File: config.mk
export PLATFORM = sky130hd
export DESIGN_NAME = pwm_clock_sync
export DESIGN_NICKNAME = d
export VERILOG_FILES = /design/src/core/unused_placeholder_removed.sv /design/src/common/pwm_clk_pkg.sv /design/src/core/pwm_clock_divider.sv /design/src/core/pwm_shadow_reg.sv /design/src/core/pwm_clock_sync.sv
export SDC_FILE = /design/constraint.sdc
export NUM_CORES = 1
export LEC_CHECK = 0
export BUFFER_PORTS_ARGS = -buffer_cell sky130_fd_sc_hd__buf_2
export CAP_MARGIN = 20
export CORE_MARGIN = 1
export CORE_UTILIZATION = 50
export CTS_CLUSTER_DIAMETER = 200
export DETAILED_ROUTE_END_ITERATION = 8
export GPL_ROUTABILITY_DRIVEN = 1
export PLACE_DENSITY = 0.73
export SLEW_MARGIN = 30
export SYNTH_ARGS = -nofsm -noshare
export SYNTH_HDL_FRONTEND = slang
export SYNTH_SLANG_ARGS = --single-unit
File: constraint.sdc
create_clock -name aclk -period 2.4 [get_ports aclk]
set_input_delay 0.12 -clock aclk [delete_from_list [all_inputs] [get_ports aclk]]
set_output_delay 0.12 -clock aclk [all_outputs]
set_load 0.02 [all_outputs]
File: src/core/unused_placeholder_removed.sv
`timescale 1ns/100ps
`default_nettype none
`default_nettype wire

File: src/common/pwm_clk_pkg.sv
// Purpose: Shared constants for the PWM clock and synchronous update block
// Assumes: AXI4-Lite, 32-bit data, 8-bit byte address
// Notes:   Offsets are byte addresses of aligned words
package pwm_clk_pkg;
   localparam int ADDR_W = 8;
   localparam int DATA_W = 32;
   localparam int STRB_W = 4;
   localparam int VAL_W  = 16;
   localparam int SYNC_W = 4;

   // Register offsets
   localparam logic [7:0] ADDR_CLK_CFG         = 8'h00;
   localparam logic [7:0] ADDR_PROTECT         = 8'h04;
   localparam logic [7:0] ADDR_SYNC_MODE       = 8'h08;
   localparam logic [7:0] ADDR_DUTY_SHADOW     = 8'h0c;
   localparam logic [7:0] ADDR_PERIOD_SHADOW   = 8'h10;
   localparam logic [7:0] ADDR_DEADTIME_SHADOW = 8'h14;
   localparam logic [7:0] ADDR_SYNC_SHADOW     = 8'h18;
   localparam logic [7:0] ADDR_DUTY_ACTIVE     = 8'h1c;
   localparam logic [7:0] ADDR_PERIOD_ACTIVE   = 8'h20;
   localparam logic [7:0] ADDR_DEADTIME_ACTIVE = 8'h24;
   localparam logic [7:0] ADDR_SYNC_ACTIVE     = 8'h28;
   localparam logic [7:0] ADDR_STATUS          = 8'h2c;
   localparam int         ADDR_STEP            = 4;

   // Shadow entry indices
   localparam int SH_DUTY     = 0;
   localparam int SH_PERIOD   = 1;
   localparam int SH_DEADTIME = 2;
   localparam int SH_SYNC     = 3;
   localparam int SH_COUNT    = 4;

   // Clock configuration fields
   localparam int DIVIDE_FACTOR_A_LSB = 0;
   localparam int PRESCALE_SELECT_A_LSB = 8;
   localparam int DIVIDE_FACTOR_B_LSB = 16;
   localparam int PRESCALE_SELECT_B_LSB = 24;
   localparam int DIV_W    = 8;
   localparam int PRE_W    = 4;
   localparam logic [31:0] CLK_CFG_MASK  = 32'h0fff_0fff;
   localparam logic [31:0] CLK_CFG_RESET = 32'h0000_0000;

   // Protection, mode and status fields
   localparam int SOFT_PROT_BIT  = 0;
   localparam int HARD_PROT_BIT  = 1;
   localparam int SYNC_PRES_BIT  = 0;
   localparam int UPDATE_METHOD_SELECT_LSB       = 4;
   localparam int UPDATE_METHOD_SELECT_W         = 2;
   localparam int STAT_CNT_LSB   = 8;

   // Prescaler
   localparam int         PRESCALE_W   = 10;
   localparam logic [3:0] PRESCALE_MAX = 4'ha;

   localparam logic [15:0] VAL_RESET    = 16'h0000;
   localparam logic [1:0]  RESP_OKAY    = 2'b00;
   localparam logic [1:0]  RESP_SLVERR  = 2'b10;
endpackage

File: src/core/pwm_clock_divider.sv
// Purpose: Power-of-two prescaler followed by an 8-bit divider
// Assumes: One clock, synchronous active-low reset
// Notes:   Output is a one-cycle tick per divided clock period
`timescale 1ns/100ps
`default_nettype none
module pwm_clock_divider (
   // Clock and reset
   input  wire logic       aclk,
   input  wire logic       aresetn,
   input  wire logic       ce,
   // Configuration
   input  wire logic [3:0] prescale_select,
   input  wire logic [7:0] divide_factor,
   // Divided clock tick
   output logic            tick_out
);
   logic [pwm_clk_pkg::PRESCALE_W-1:0] pre_cnt;
   logic [pwm_clk_pkg::PRESCALE_W-1:0] pre_mask;
   logic                               pre_tick;
   logic [7:0]                         div_cnt;
   logic                               div_last;

   always_ff @(posedge aclk) begin
      if (!aresetn) begin
         pre_cnt <= '0;
      end else if (ce) begin
         pre_cnt <= pre_cnt + 1'b1;
      end
   end

   // Reserved select codes give no tick at all
   always_comb begin
      pre_mask = pwm_clk_pkg::PRESCALE_W'((11'h001 << prescale_select) - 11'h001);
      pre_tick = (prescale_select <= pwm_clk_pkg::PRESCALE_MAX) &&
                 ((pre_cnt & pre_mask) == pre_mask);
   end

   assign div_last = (div_cnt >= divide_factor - 8'h01);

   always_ff @(posedge aclk) begin
      if (!aresetn) begin
         div_cnt <= '0;
      end else if (ce && pre_tick) begin
         if (divide_factor <= 8'h01 || div_last) begin
            div_cnt <= '0;
         end else begin
            div_cnt <= div_cnt + 8'h01;
         end
      end
   end

   always_ff @(posedge aclk) begin
      if (!aresetn) begin
         tick_out <= 1'b0;
      end else if (ce) begin
         // Factor 0 stops, 1 passes, 2..255 divides
         tick_out <= pre_tick && (divide_factor == 8'h01 ||
                     (divide_factor >= 8'h02 && div_last));
      end
   end
endmodule
`default_nettype wire

File: src/core/pwm_shadow_reg.sv
// Purpose: Double-buffered value with pending flag
// Assumes: Update strobe comes from the same clock
// Notes:   A write in the update cycle stays pending for the next one
`timescale 1ns/100ps
`default_nettype none
module pwm_shadow_reg (
   // Clock and reset
   input  wire logic        aclk,
   input  wire logic        aresetn,
   input  wire logic        ce,
   // Software side
   input  wire logic        wr_en,
   input  wire logic [15:0] wr_data,
   // Update event
   input  wire logic        update,
   // State
   output logic [15:0]      shadow,
   output logic [15:0]      active,
   output logic             pending
);
   always_ff @(posedge aclk) begin
      if (!aresetn) begin
         shadow <= pwm_clk_pkg::VAL_RESET;
      end else if (ce && wr_en) begin
         shadow <= wr_data;
      end
   end

   always_ff @(posedge aclk) begin
      if (!aresetn) begin
         pending <= 1'b0;
      end else if (ce) begin
         if (wr_en) begin
            pending <= 1'b1;
         end else if (update) begin
            pending <= 1'b0;
         end
      end
   end

   always_ff @(posedge aclk) begin
      if (!aresetn) begin
         active <= pwm_clk_pkg::VAL_RESET;
      end else if (ce && update && pending) begin
         active <= shadow;
      end
   end
endmodule
`default_nettype wire

File: src/core/pwm_clock_sync.sv
// Purpose: PWM clock generator and synchronous update, AXI4-Lite registers
// Assumes: 125 MHz aclk, synchronous active-low reset, ce freezes all state
// Notes:   One channel's counter stands in for the PWM period timing
`timescale 1ns/100ps
`default_nettype none
module pwm_clock_sync (
   // Clock and reset
   input  wire logic        aclk,
   input  wire logic        aresetn,
   input  wire logic        ce,
   // Hardware protect flag
   input  wire logic        hard_protect_flag_g0,
   // AXI4-Lite write address
   input  wire logic [7:0]  awaddr,
   input  wire logic [2:0]  awprot,
   input  wire logic        awvalid,
   output logic             awready,
   // AXI4-Lite write data
   input  wire logic [31:0] wdata,
   input  wire logic [3:0]  wstrb,
   input  wire logic        wvalid,
   output logic             wready,
   // AXI4-Lite write response
   output logic [1:0]       bresp,
   output logic             bvalid,
   input  wire logic        bready,
   // AXI4-Lite read address
   input  wire logic [7:0]  araddr,
   input  wire logic [2:0]  arprot,
   input  wire logic        arvalid,
   output logic             arready,
   // AXI4-Lite read data
   output logic [31:0]      rdata,
   output logic [1:0]       rresp,
   output logic             rvalid,
   input  wire logic        rready,
   // Block outputs
   output logic             divided_clock_a,
   output logic             divided_clock_b,
   output logic             update_pulse,
   output logic             pwm_out
);
   localparam int N = pwm_clk_pkg::SH_COUNT;

   logic [31:0]                     clk_cfg;
   logic                            soft_protect_flag_g0;
   logic                            sync_channels_present;
   logic [pwm_clk_pkg::UPDATE_METHOD_SELECT_W-1:0]  update_method_select;
   logic                            tick_a;
   logic                            tick_b;
   logic [15:0]                     period_count;
   logic                            period_end;
   logic [pwm_clk_pkg::SYNC_W-1:0]  sync_update_counter;
   logic [pwm_clk_pkg::SYNC_W-1:0]  sync_update_period_value;
   logic                            sync_reached;
   logic                            update_event;
   logic                            write_fire;
   logic                            read_fire;
   logic                            wr_hit;
   logic                            cfg_open;
   logic [31:0]                     next_rdata;
   logic                            next_rmapped;
   logic [N-1:0]                    wr_en;
   logic [N-1:0]                    pending;
   logic [15:0]                     shadow_val [N];
   logic [15:0]                     active_val [N];
   logic [15:0]                     wr_val;
   logic [31:0]                     wr_word;

   function automatic logic [31:0] merge(input logic [31:0] old_v,
                                         input logic [31:0] new_v,
                                         input logic [3:0]  strb);
      logic [31:0] res;
      res = old_v;
      for (int i = 0; i < pwm_clk_pkg::STRB_W; i++) begin
         if (strb[i]) begin
            res[i*8 +: 8] = new_v[i*8 +: 8];
         end
      end
      return res;
   endfunction

   ////////////////////////////////////////////////////////////////////////////
   // AXI4-Lite handshakes

   assign write_fire = awvalid && awready && wvalid && wready;
   assign read_fire  = arvalid && arready;

   // Both address and data are taken on the same edge
   always_ff @(posedge aclk) begin
      if (!aresetn) begin
         awready <= 1'b0;
         wready  <= 1'b0;
         bvalid  <= 1'b0;
         bresp   <= pwm_clk_pkg::RESP_OKAY;
      end else if (ce) begin
         awready <= !awready && awvalid && wvalid && !bvalid;
         wready  <= !awready && awvalid && wvalid && !bvalid;
         if (write_fire) begin
            bvalid <= 1'b1;
            bresp  <= wr_hit ? pwm_clk_pkg::RESP_OKAY
                             : pwm_clk_pkg::RESP_SLVERR;
         end else if (bready) begin
            bvalid <= 1'b0;
         end
      end
   end

   always_ff @(posedge aclk) begin
      if (!aresetn) begin
         arready <= 1'b0;
         rvalid  <= 1'b0;
         rdata   <= '0;
         rresp   <= pwm_clk_pkg::RESP_OKAY;
      end else if (ce) begin
         arready <= !arready && arvalid && !rvalid;
         if (read_fire) begin
            rvalid <= 1'b1;
            rdata  <= next_rdata;
            rresp  <= next_rmapped ? pwm_clk_pkg::RESP_OKAY
                                   : pwm_clk_pkg::RESP_SLVERR;
         end else if (rready) begin
            rvalid <= 1'b0;
         end
      end
   end

   ////////////////////////////////////////////////////////////////////////////
   // Register writes

   always_comb begin
      case (awaddr)
         pwm_clk_pkg::ADDR_CLK_CFG,
         pwm_clk_pkg::ADDR_PROTECT,
         pwm_clk_pkg::ADDR_SYNC_MODE,
         pwm_clk_pkg::ADDR_DUTY_SHADOW,
         pwm_clk_pkg::ADDR_PERIOD_SHADOW,
         pwm_clk_pkg::ADDR_DEADTIME_SHADOW,
         pwm_clk_pkg::ADDR_SYNC_SHADOW,
         pwm_clk_pkg::ADDR_DUTY_ACTIVE,
         pwm_clk_pkg::ADDR_PERIOD_ACTIVE,
         pwm_clk_pkg::ADDR_DEADTIME_ACTIVE,
         pwm_clk_pkg::ADDR_SYNC_ACTIVE,
         pwm_clk_pkg::ADDR_STATUS: wr_hit = 1'b1;
         default:                  wr_hit = 1'b0;
      endcase
   end

   assign cfg_open = !soft_protect_flag_g0 && !hard_protect_flag_g0;
   assign wr_word  = merge(32'h0, wdata, wstrb);
   assign wr_val   = wr_word[pwm_clk_pkg::VAL_W-1:0];

   always_ff @(posedge aclk) begin
      if (!aresetn) begin
         clk_cfg <= pwm_clk_pkg::CLK_CFG_RESET;
      end else if (ce && write_fire && cfg_open &&
                   awaddr == pwm_clk_pkg::ADDR_CLK_CFG) begin
         clk_cfg <= merge(clk_cfg, wdata, wstrb) & pwm_clk_pkg::CLK_CFG_MASK;
      end
   end

   always_ff @(posedge aclk) begin
      if (!aresetn) begin
         soft_protect_flag_g0  <= 1'b0;
         sync_channels_present <= 1'b0;
         update_method_select  <= '0;
      end else if (ce && write_fire && wstrb[0]) begin
         if (awaddr == pwm_clk_pkg::ADDR_PROTECT) begin
            soft_protect_flag_g0 <= wdata[pwm_clk_pkg::SOFT_PROT_BIT];
         end
         if (awaddr == pwm_clk_pkg::ADDR_SYNC_MODE) begin
            sync_channels_present <= wdata[pwm_clk_pkg::SYNC_PRES_BIT];
            update_method_select  <=
               wdata[pwm_clk_pkg::UPDATE_METHOD_SELECT_LSB +: pwm_clk_pkg::UPDATE_METHOD_SELECT_W];
         end
      end
   end

   ////////////////////////////////////////////////////////////////////////////
   // Divided clocks

   pwm_clock_divider u_div_a (
      .aclk            (aclk),
      .aresetn         (aresetn),
      .ce              (ce),
      .prescale_select (clk_cfg[pwm_clk_pkg::PRESCALE_SELECT_A_LSB +: pwm_clk_pkg::PRE_W]),
      .divide_factor   (clk_cfg[pwm_clk_pkg::DIVIDE_FACTOR_A_LSB +: pwm_clk_pkg::DIV_W]),
      .tick_out        (tick_a)
   );

   pwm_clock_divider u_div_b (
      .aclk            (aclk),
      .aresetn         (aresetn),
      .ce              (ce),
      .prescale_select (clk_cfg[pwm_clk_pkg::PRESCALE_SELECT_B_LSB +: pwm_clk_pkg::PRE_W]),
      .divide_factor   (clk_cfg[pwm_clk_pkg::DIVIDE_FACTOR_B_LSB +: pwm_clk_pkg::DIV_W]),
      .tick_out        (tick_b)
   );

   ////////////////////////////////////////////////////////////////////////////
   // PWM period and synchronous update period

   always_ff @(posedge aclk) begin
      if (!aresetn) begin
         period_count <= '0;
         period_end   <= 1'b0;
      end else if (ce) begin
         period_end <= 1'b0;
         if (tick_a) begin
            if (period_count >= active_val[pwm_clk_pkg::SH_PERIOD]) begin
               period_count <= '0;
               period_end   <= 1'b1;
            end else begin
               period_count <= period_count + 16'h0001;
            end
         end
      end
   end

   assign sync_update_period_value =
      active_val[pwm_clk_pkg::SH_SYNC][pwm_clk_pkg::SYNC_W-1:0];
   assign sync_reached = (sync_update_counter == sync_update_period_value);
   assign update_event = period_end && sync_reached;

   always_ff @(posedge aclk) begin
      if (!aresetn) begin
         sync_update_counter <= '0;
      end else if (ce && period_end) begin
         sync_update_counter <= sync_reached ? '0
                                : sync_update_counter + 1'b1;
      end
   end

   genvar g;
   generate
      for (g = 0; g < N; g++) begin : g_shadow
         assign wr_en[g] = write_fire && awaddr ==
            8'(pwm_clk_pkg::ADDR_DUTY_SHADOW + g * pwm_clk_pkg::ADDR_STEP);
         pwm_shadow_reg u_shadow (
            .aclk    (aclk),
            .aresetn (aresetn),
            .ce      (ce),
            .wr_en   (wr_en[g]),
            .wr_data (g == pwm_clk_pkg::SH_SYNC ?
                      {12'h000, wr_val[pwm_clk_pkg::SYNC_W-1:0]} : wr_val),
            .update  (update_event),
            .shadow  (shadow_val[g]),
            .active  (active_val[g]),
            .pending (pending[g])
         );
      end
   endgenerate

   always_ff @(posedge aclk) begin
      if (!aresetn) begin
         divided_clock_a <= 1'b0;
         divided_clock_b <= 1'b0;
         update_pulse    <= 1'b0;
         pwm_out         <= 1'b0;
      end else if (ce) begin
         divided_clock_a <= tick_a;
         divided_clock_b <= tick_b;
         update_pulse    <= update_event;
         pwm_out         <= period_count < active_val[pwm_clk_pkg::SH_DUTY];
      end
   end

   ////////////////////////////////////////////////////////////////////////////
   // Register reads

   always_comb begin
      next_rdata   = 32'h0000_0000;
      next_rmapped = 1'b1;
      case (araddr)
         pwm_clk_pkg::ADDR_CLK_CFG:         next_rdata = clk_cfg;
         pwm_clk_pkg::ADDR_PROTECT:         next_rdata = {30'h0,
            hard_protect_flag_g0, soft_protect_flag_g0};
         pwm_clk_pkg::ADDR_SYNC_MODE:       next_rdata = {26'h0,
            update_method_select, 3'h0, sync_channels_present};
         pwm_clk_pkg::ADDR_DUTY_SHADOW:     next_rdata = {16'h0,
            shadow_val[pwm_clk_pkg::SH_DUTY]};
         pwm_clk_pkg::ADDR_PERIOD_SHADOW:   next_rdata = {16'h0,
            shadow_val[pwm_clk_pkg::SH_PERIOD]};
         pwm_clk_pkg::ADDR_DEADTIME_SHADOW: next_rdata = {16'h0,
            shadow_val[pwm_clk_pkg::SH_DEADTIME]};
         pwm_clk_pkg::ADDR_SYNC_SHADOW:     next_rdata = {16'h0,
            shadow_val[pwm_clk_pkg::SH_SYNC]};
         pwm_clk_pkg::ADDR_DUTY_ACTIVE:     next_rdata = {16'h0,
            active_val[pwm_clk_pkg::SH_DUTY]};
         pwm_clk_pkg::ADDR_PERIOD_ACTIVE:   next_rdata = {16'h0,
            active_val[pwm_clk_pkg::SH_PERIOD]};
         pwm_clk_pkg::ADDR_DEADTIME_ACTIVE: next_rdata = {16'h0,
            active_val[pwm_clk_pkg::SH_DEADTIME]};
         pwm_clk_pkg::ADDR_SYNC_ACTIVE:     next_rdata = {16'h0,
            active_val[pwm_clk_pkg::SH_SYNC]};
         pwm_clk_pkg::ADDR_STATUS:          next_rdata = {20'h0,
            sync_update_counter, 4'h0, pending};
         default:                           next_rmapped = 1'b0;
      endcase
   end
endmodule
`default_nettype wire

==> qor.csv <==
stage,metric,value,unit
run_status,outcome,"complete, but fails checks",
run_status,failing checks,negative setup slack,
critical_path,Max stage delay on crit path,370,ps
critical_path,Crit Path Max Fanout,6,
power,leak pwr,5.497,nW
sta,Setup WS post-layout,-63.35,ps
layout,P&R area growth vs syn,20.22,%
layout,Finished Core Util,61.57,%
critical_path,CP required,2870,ps
place,DP HPWL,25790,um
critical_path,reg2reg end,u_div_a.div_cnt[2],
cts,H-tree depth,1,
cts,clk sinks,233,
yosys,largest family of logic cells by synthesized area,simple AND/OR/NAND/NOR gates,
yosys,Synth Area in Adders,6.311,%
floorplan,Starting Density,51.21,%
detailed_routing,drt pass-1 iters,5,
sta,Max-slew headroom,50.37,%
critical_path,crit path max-delay cell type,dfxtp_1,
yosys,post-synthesis xor/xnor area fraction,3.766,%
sta,FMAX,406.0,MHz
cts,CTS Buf Count,26,
yosys,Unique masters post-synth,76,
hold_path,Worst Hold Class,in -> reg,
yosys,"EDFF count, synth",0,
detailed_routing,post-route antenna net violation count,0,
sta,final hold vios,0,
yosys,cell area after synthesis,12090,um2
cts,CTS tree,built,
cts,Root Driver,clkbuf_16,
layout,final net count,1795,
global_route,GR Util All Layers,29.76,%
critical_path,CP arrival,2940,ps
layout,share of post-route cells with drive strength above 1,16.31,%
floorplan,die area,24810,um2
sta,Worst Max-Slew Pin Slew,744.4,ps
power,VDD IR max,0.6871,mV
yosys,simple logic cell fraction of the synthesized area,24.57,%
critical_path,kind of end point of the critical path,register,
hold_path,worst hold path endpoint,sync_update_counter[1],
detailed_routing,drt drc,0,
yosys,Synth async-reset ratio,0,%
sta,"Slew Viols, Final",0,
detailed_routing,wire per inst,18.48,um
sta,unrepaired setup endpoints after global routing,yes,
yosys,Mapped Cells,1524,
detailed_routing,wire length on met3,3084,um
yosys,compound-gate portion of the synthesized area,17.68,%
detailed_routing,final WL,37070,um
yosys,Ys Warns,0,
layout,"commonest cells after routing, fill and taps aside","dfxtp_1, nand2_1, a21oi_1, nor2_1, nand3_1",
yosys,count of state elements after synthesis,233,
sta,setup_tns,-290.9,ps
layout,filler cell count,2070,
place,"worst slack, placed",-65.89,ps
sta,final count of negative-setup-slack endpoints,7,
global_route,vias in the first global route,11040,
hold_path,Hold Path Cell Cnt,3,
detailed_routing,WL met2,17240,um
critical_path,reg2reg start,clk_cfg[0],
floorplan,total core area,23610,um2
detailed_routing,initial drt markers,1311,
cts,clk slew on worst S/H paths,60,ps
sta,fin crit share,102.6,%
place,GP Congestion,0.9909,
global_route,largest net degree at the start of global routing,82,
critical_path,Worst setup SP type,register,
place,Port Buffers,95,
yosys,Mean Syn Cell Area,7.935,um2
detailed_routing,Metal-1 WL,15360,um
sta,Final min period,2463,ps
global_route,first-pass GRT wire length,58430,um
yosys,post-synthesis mux area share,3.590,%
layout,"commonest non-fill, non-tap cell in the layout",dfxtp_1,
detailed_routing,top sig layer,met5,
power,Cell Pwr Density,572.7,nW/um2
floorplan,num rows,56,
sta,Layout Skew,18.61,ps
critical_path,Crit Path Class,reg -> reg,
floorplan,Die W,157.5,um
floorplan,chip height,157.5,um
cts,later-pin clock latency in the skew report,550,ps
cts,clock tree buffer depth,3,
critical_path,Worst R2R Path Depth,10,
global_route,initial antenna violation count,1,
detailed_routing,vias after detailed routing,11790,
hold_path,min-delay src,ce,
flow_run,Max-cap violations,0,
critical_path,critical-path cell list,"inv_1, ha_1, xnor2_1, ha_1, a211oi_2, o21ai_1, a211oi_2, buf_4, nor4b_4, a32o_1",
floorplan,IO Count,112,
detailed_routing,via-per-instance ratio,5.875,
global_route,"Remaining Overflow, GRT",0,
yosys,Synth Flop Type,dfxtp_1,
critical_path,"reg-to-reg slack, setup",-60,ps
yosys,sequential share of the synthesized area,38.57,%
[logic make-up (layout without fill, tap and decap cells)]
group | Yosys count | after routing
fa+ha+maj | 61 | 61
buf+inv | 153 | 310
other cells | 1 | 7
simple gates | 629 | 629
mux | 39 | 39
xor+xnor | 52 | 52
compound gates | 356 | 356
flops | 233 | 233
[per-stage QoR]
stage               cells  area, um2  hold slack (ps)  total power [mW]
floorplan            1529      12130            260.5             4.193
global placement     1909      13070            379.2             4.344
detailed placement   1909      13070            378.6             4.346
CTS                  1999      14370            25.10             8.342
global route         2005      14540            48.89             8.565
finish               2006      14540            36.10             8.326
[critical path: cells and delay by family (launching register included)]
| kind | cells | cell delay, ps |
|---|---|---|
| compound gates | 4 | 820 |
| xor+xnor | 1 | 150 |
| fa+ha+maj | 2 | 580 |
| buf+inv | 2 | 290 |
| flops | 1 | 370 |
| simple gates | 1 | 200 |
[report_power, final]
| part | switching, mW | internal, mW | total [mW] |
|---|---|---|---|
| registers | 0.0142 | 3.88 | 3.89 |
| logic | 0.281 | 0.154 | 0.435 |
| clock network | 1.63 | 2.37 | 4.00 |
| total | 1.93 | 6.40 | 8.33 |
[cell usage after synthesis (all sizes together), types with 3 or more instances]
library cell / number / area (um2)
o21a: 5 / 37.54
nor2: 142 / 535.5
o21ai: 44 / 224.0
a21o: 7 / 52.55
xnor2: 26 / 227.7
a32o: 6 / 60.06
nor2b: 5 / 31.28
inv: 52 / 195.2
a31o: 5 / 43.79
nand2: 225 / 844.6
a31oi: 5 / 31.28
buf: 42 / 242.7
and3: 8 / 50.05
mux2i: 31 / 310.3
nand3: 134 / 670.6
nor3: 27 / 145.1
clkbuf: 58 / 220.2
a21boi: 3 / 22.52
dfxtp: 233 / 4664
a22oi: 31 / 232.7
nor3b: 4 / 35.03
and2: 10 / 62.56
a221oi: 9 / 78.83
a211o: 3 / 26.28
xor2: 26 / 227.7
mux4: 3 / 67.56
nor4b: 9 / 125.1
a211oi: 13 / 102.6
mux2: 5 / 56.30
nor4: 7 / 56.30
a21oi: 195 / 975.9
o22ai: 11 / 75.07
and4: 3 / 28.78
o211ai: 4 / 30.03
ha: 61 / 763.2
a22o: 4 / 35.03
or3: 10 / 67.56
nand2b: 16 / 100.1
nand4: 19 / 118.9
[how the worst max path moves through the flow]
| stage | start | to | slack [ps] | cells after the start |
|---|---|---|---|---|
| after global placement | clk_cfg[5] | u_div_a.div_cnt[2] | 20 | 12 |
| after floorplan | clk_cfg[3] | u_div_a.div_cnt[3] | 30 | 12 |
| after detailed placement | clk_cfg[5] | u_div_a.div_cnt[2] | -70 | 12 |
| final | clk_cfg[0] | u_div_a.div_cnt[2] | -60 | 10 |
| after CTS | clk_cfg[4] | u_div_a.div_cnt[2] | -60 | 12 |
| after global routing | clk_cfg[4] | u_div_a.div_cnt[2] | -230 | 11 |
[flip-flops by register name, summed over array words and instances, names as in the netlist, 2 cells and up]
signal and count:
g_shadow.u_shadow.shadow 52, g_shadow.u_shadow.pending 4, period_count 16, clk_cfg 24, u_div_b.div_cnt 8, u_div_b.pre_cnt 10, u_div_a.div_cnt 8, sync_update_counter 4
u_div_a.pre_cnt 10, update_method_select 2, g_shadow.u_shadow.active 52, rdata 28
[cell type report]
cell class                 count  area, um2  area share (%)
multi-input combinational   1143       6933           47.69
sequential                   233       4671           32.13
timing repair buffer         210       1473           10.13
clock buffer                  38      745.7           5.130
tap                          319      399.1           2.746
inverter                      53      203.9           1.403
clock inverter                 9      110.1          0.7574
antenna                        1      2.502         0.01721
[metal layers]
metal / GRT usage (%) / vias up
met5: 0 / -
met2: 48.93 / 527
li1: - / 5628
met1: 38.76 / 5530
met4: 11.14 / 2
met3: 5.314 / 98
[timing repair]
action	CTS	global route
endpoints found under the setup margin	14	18
buffers inserted	1	5
resized for setup	5	32
gates cloned	0	1
hold buffers	42	0
endpoints found under the hold margin	75	0
pin swaps	2	16
Power figures use the tool's default switching activity.
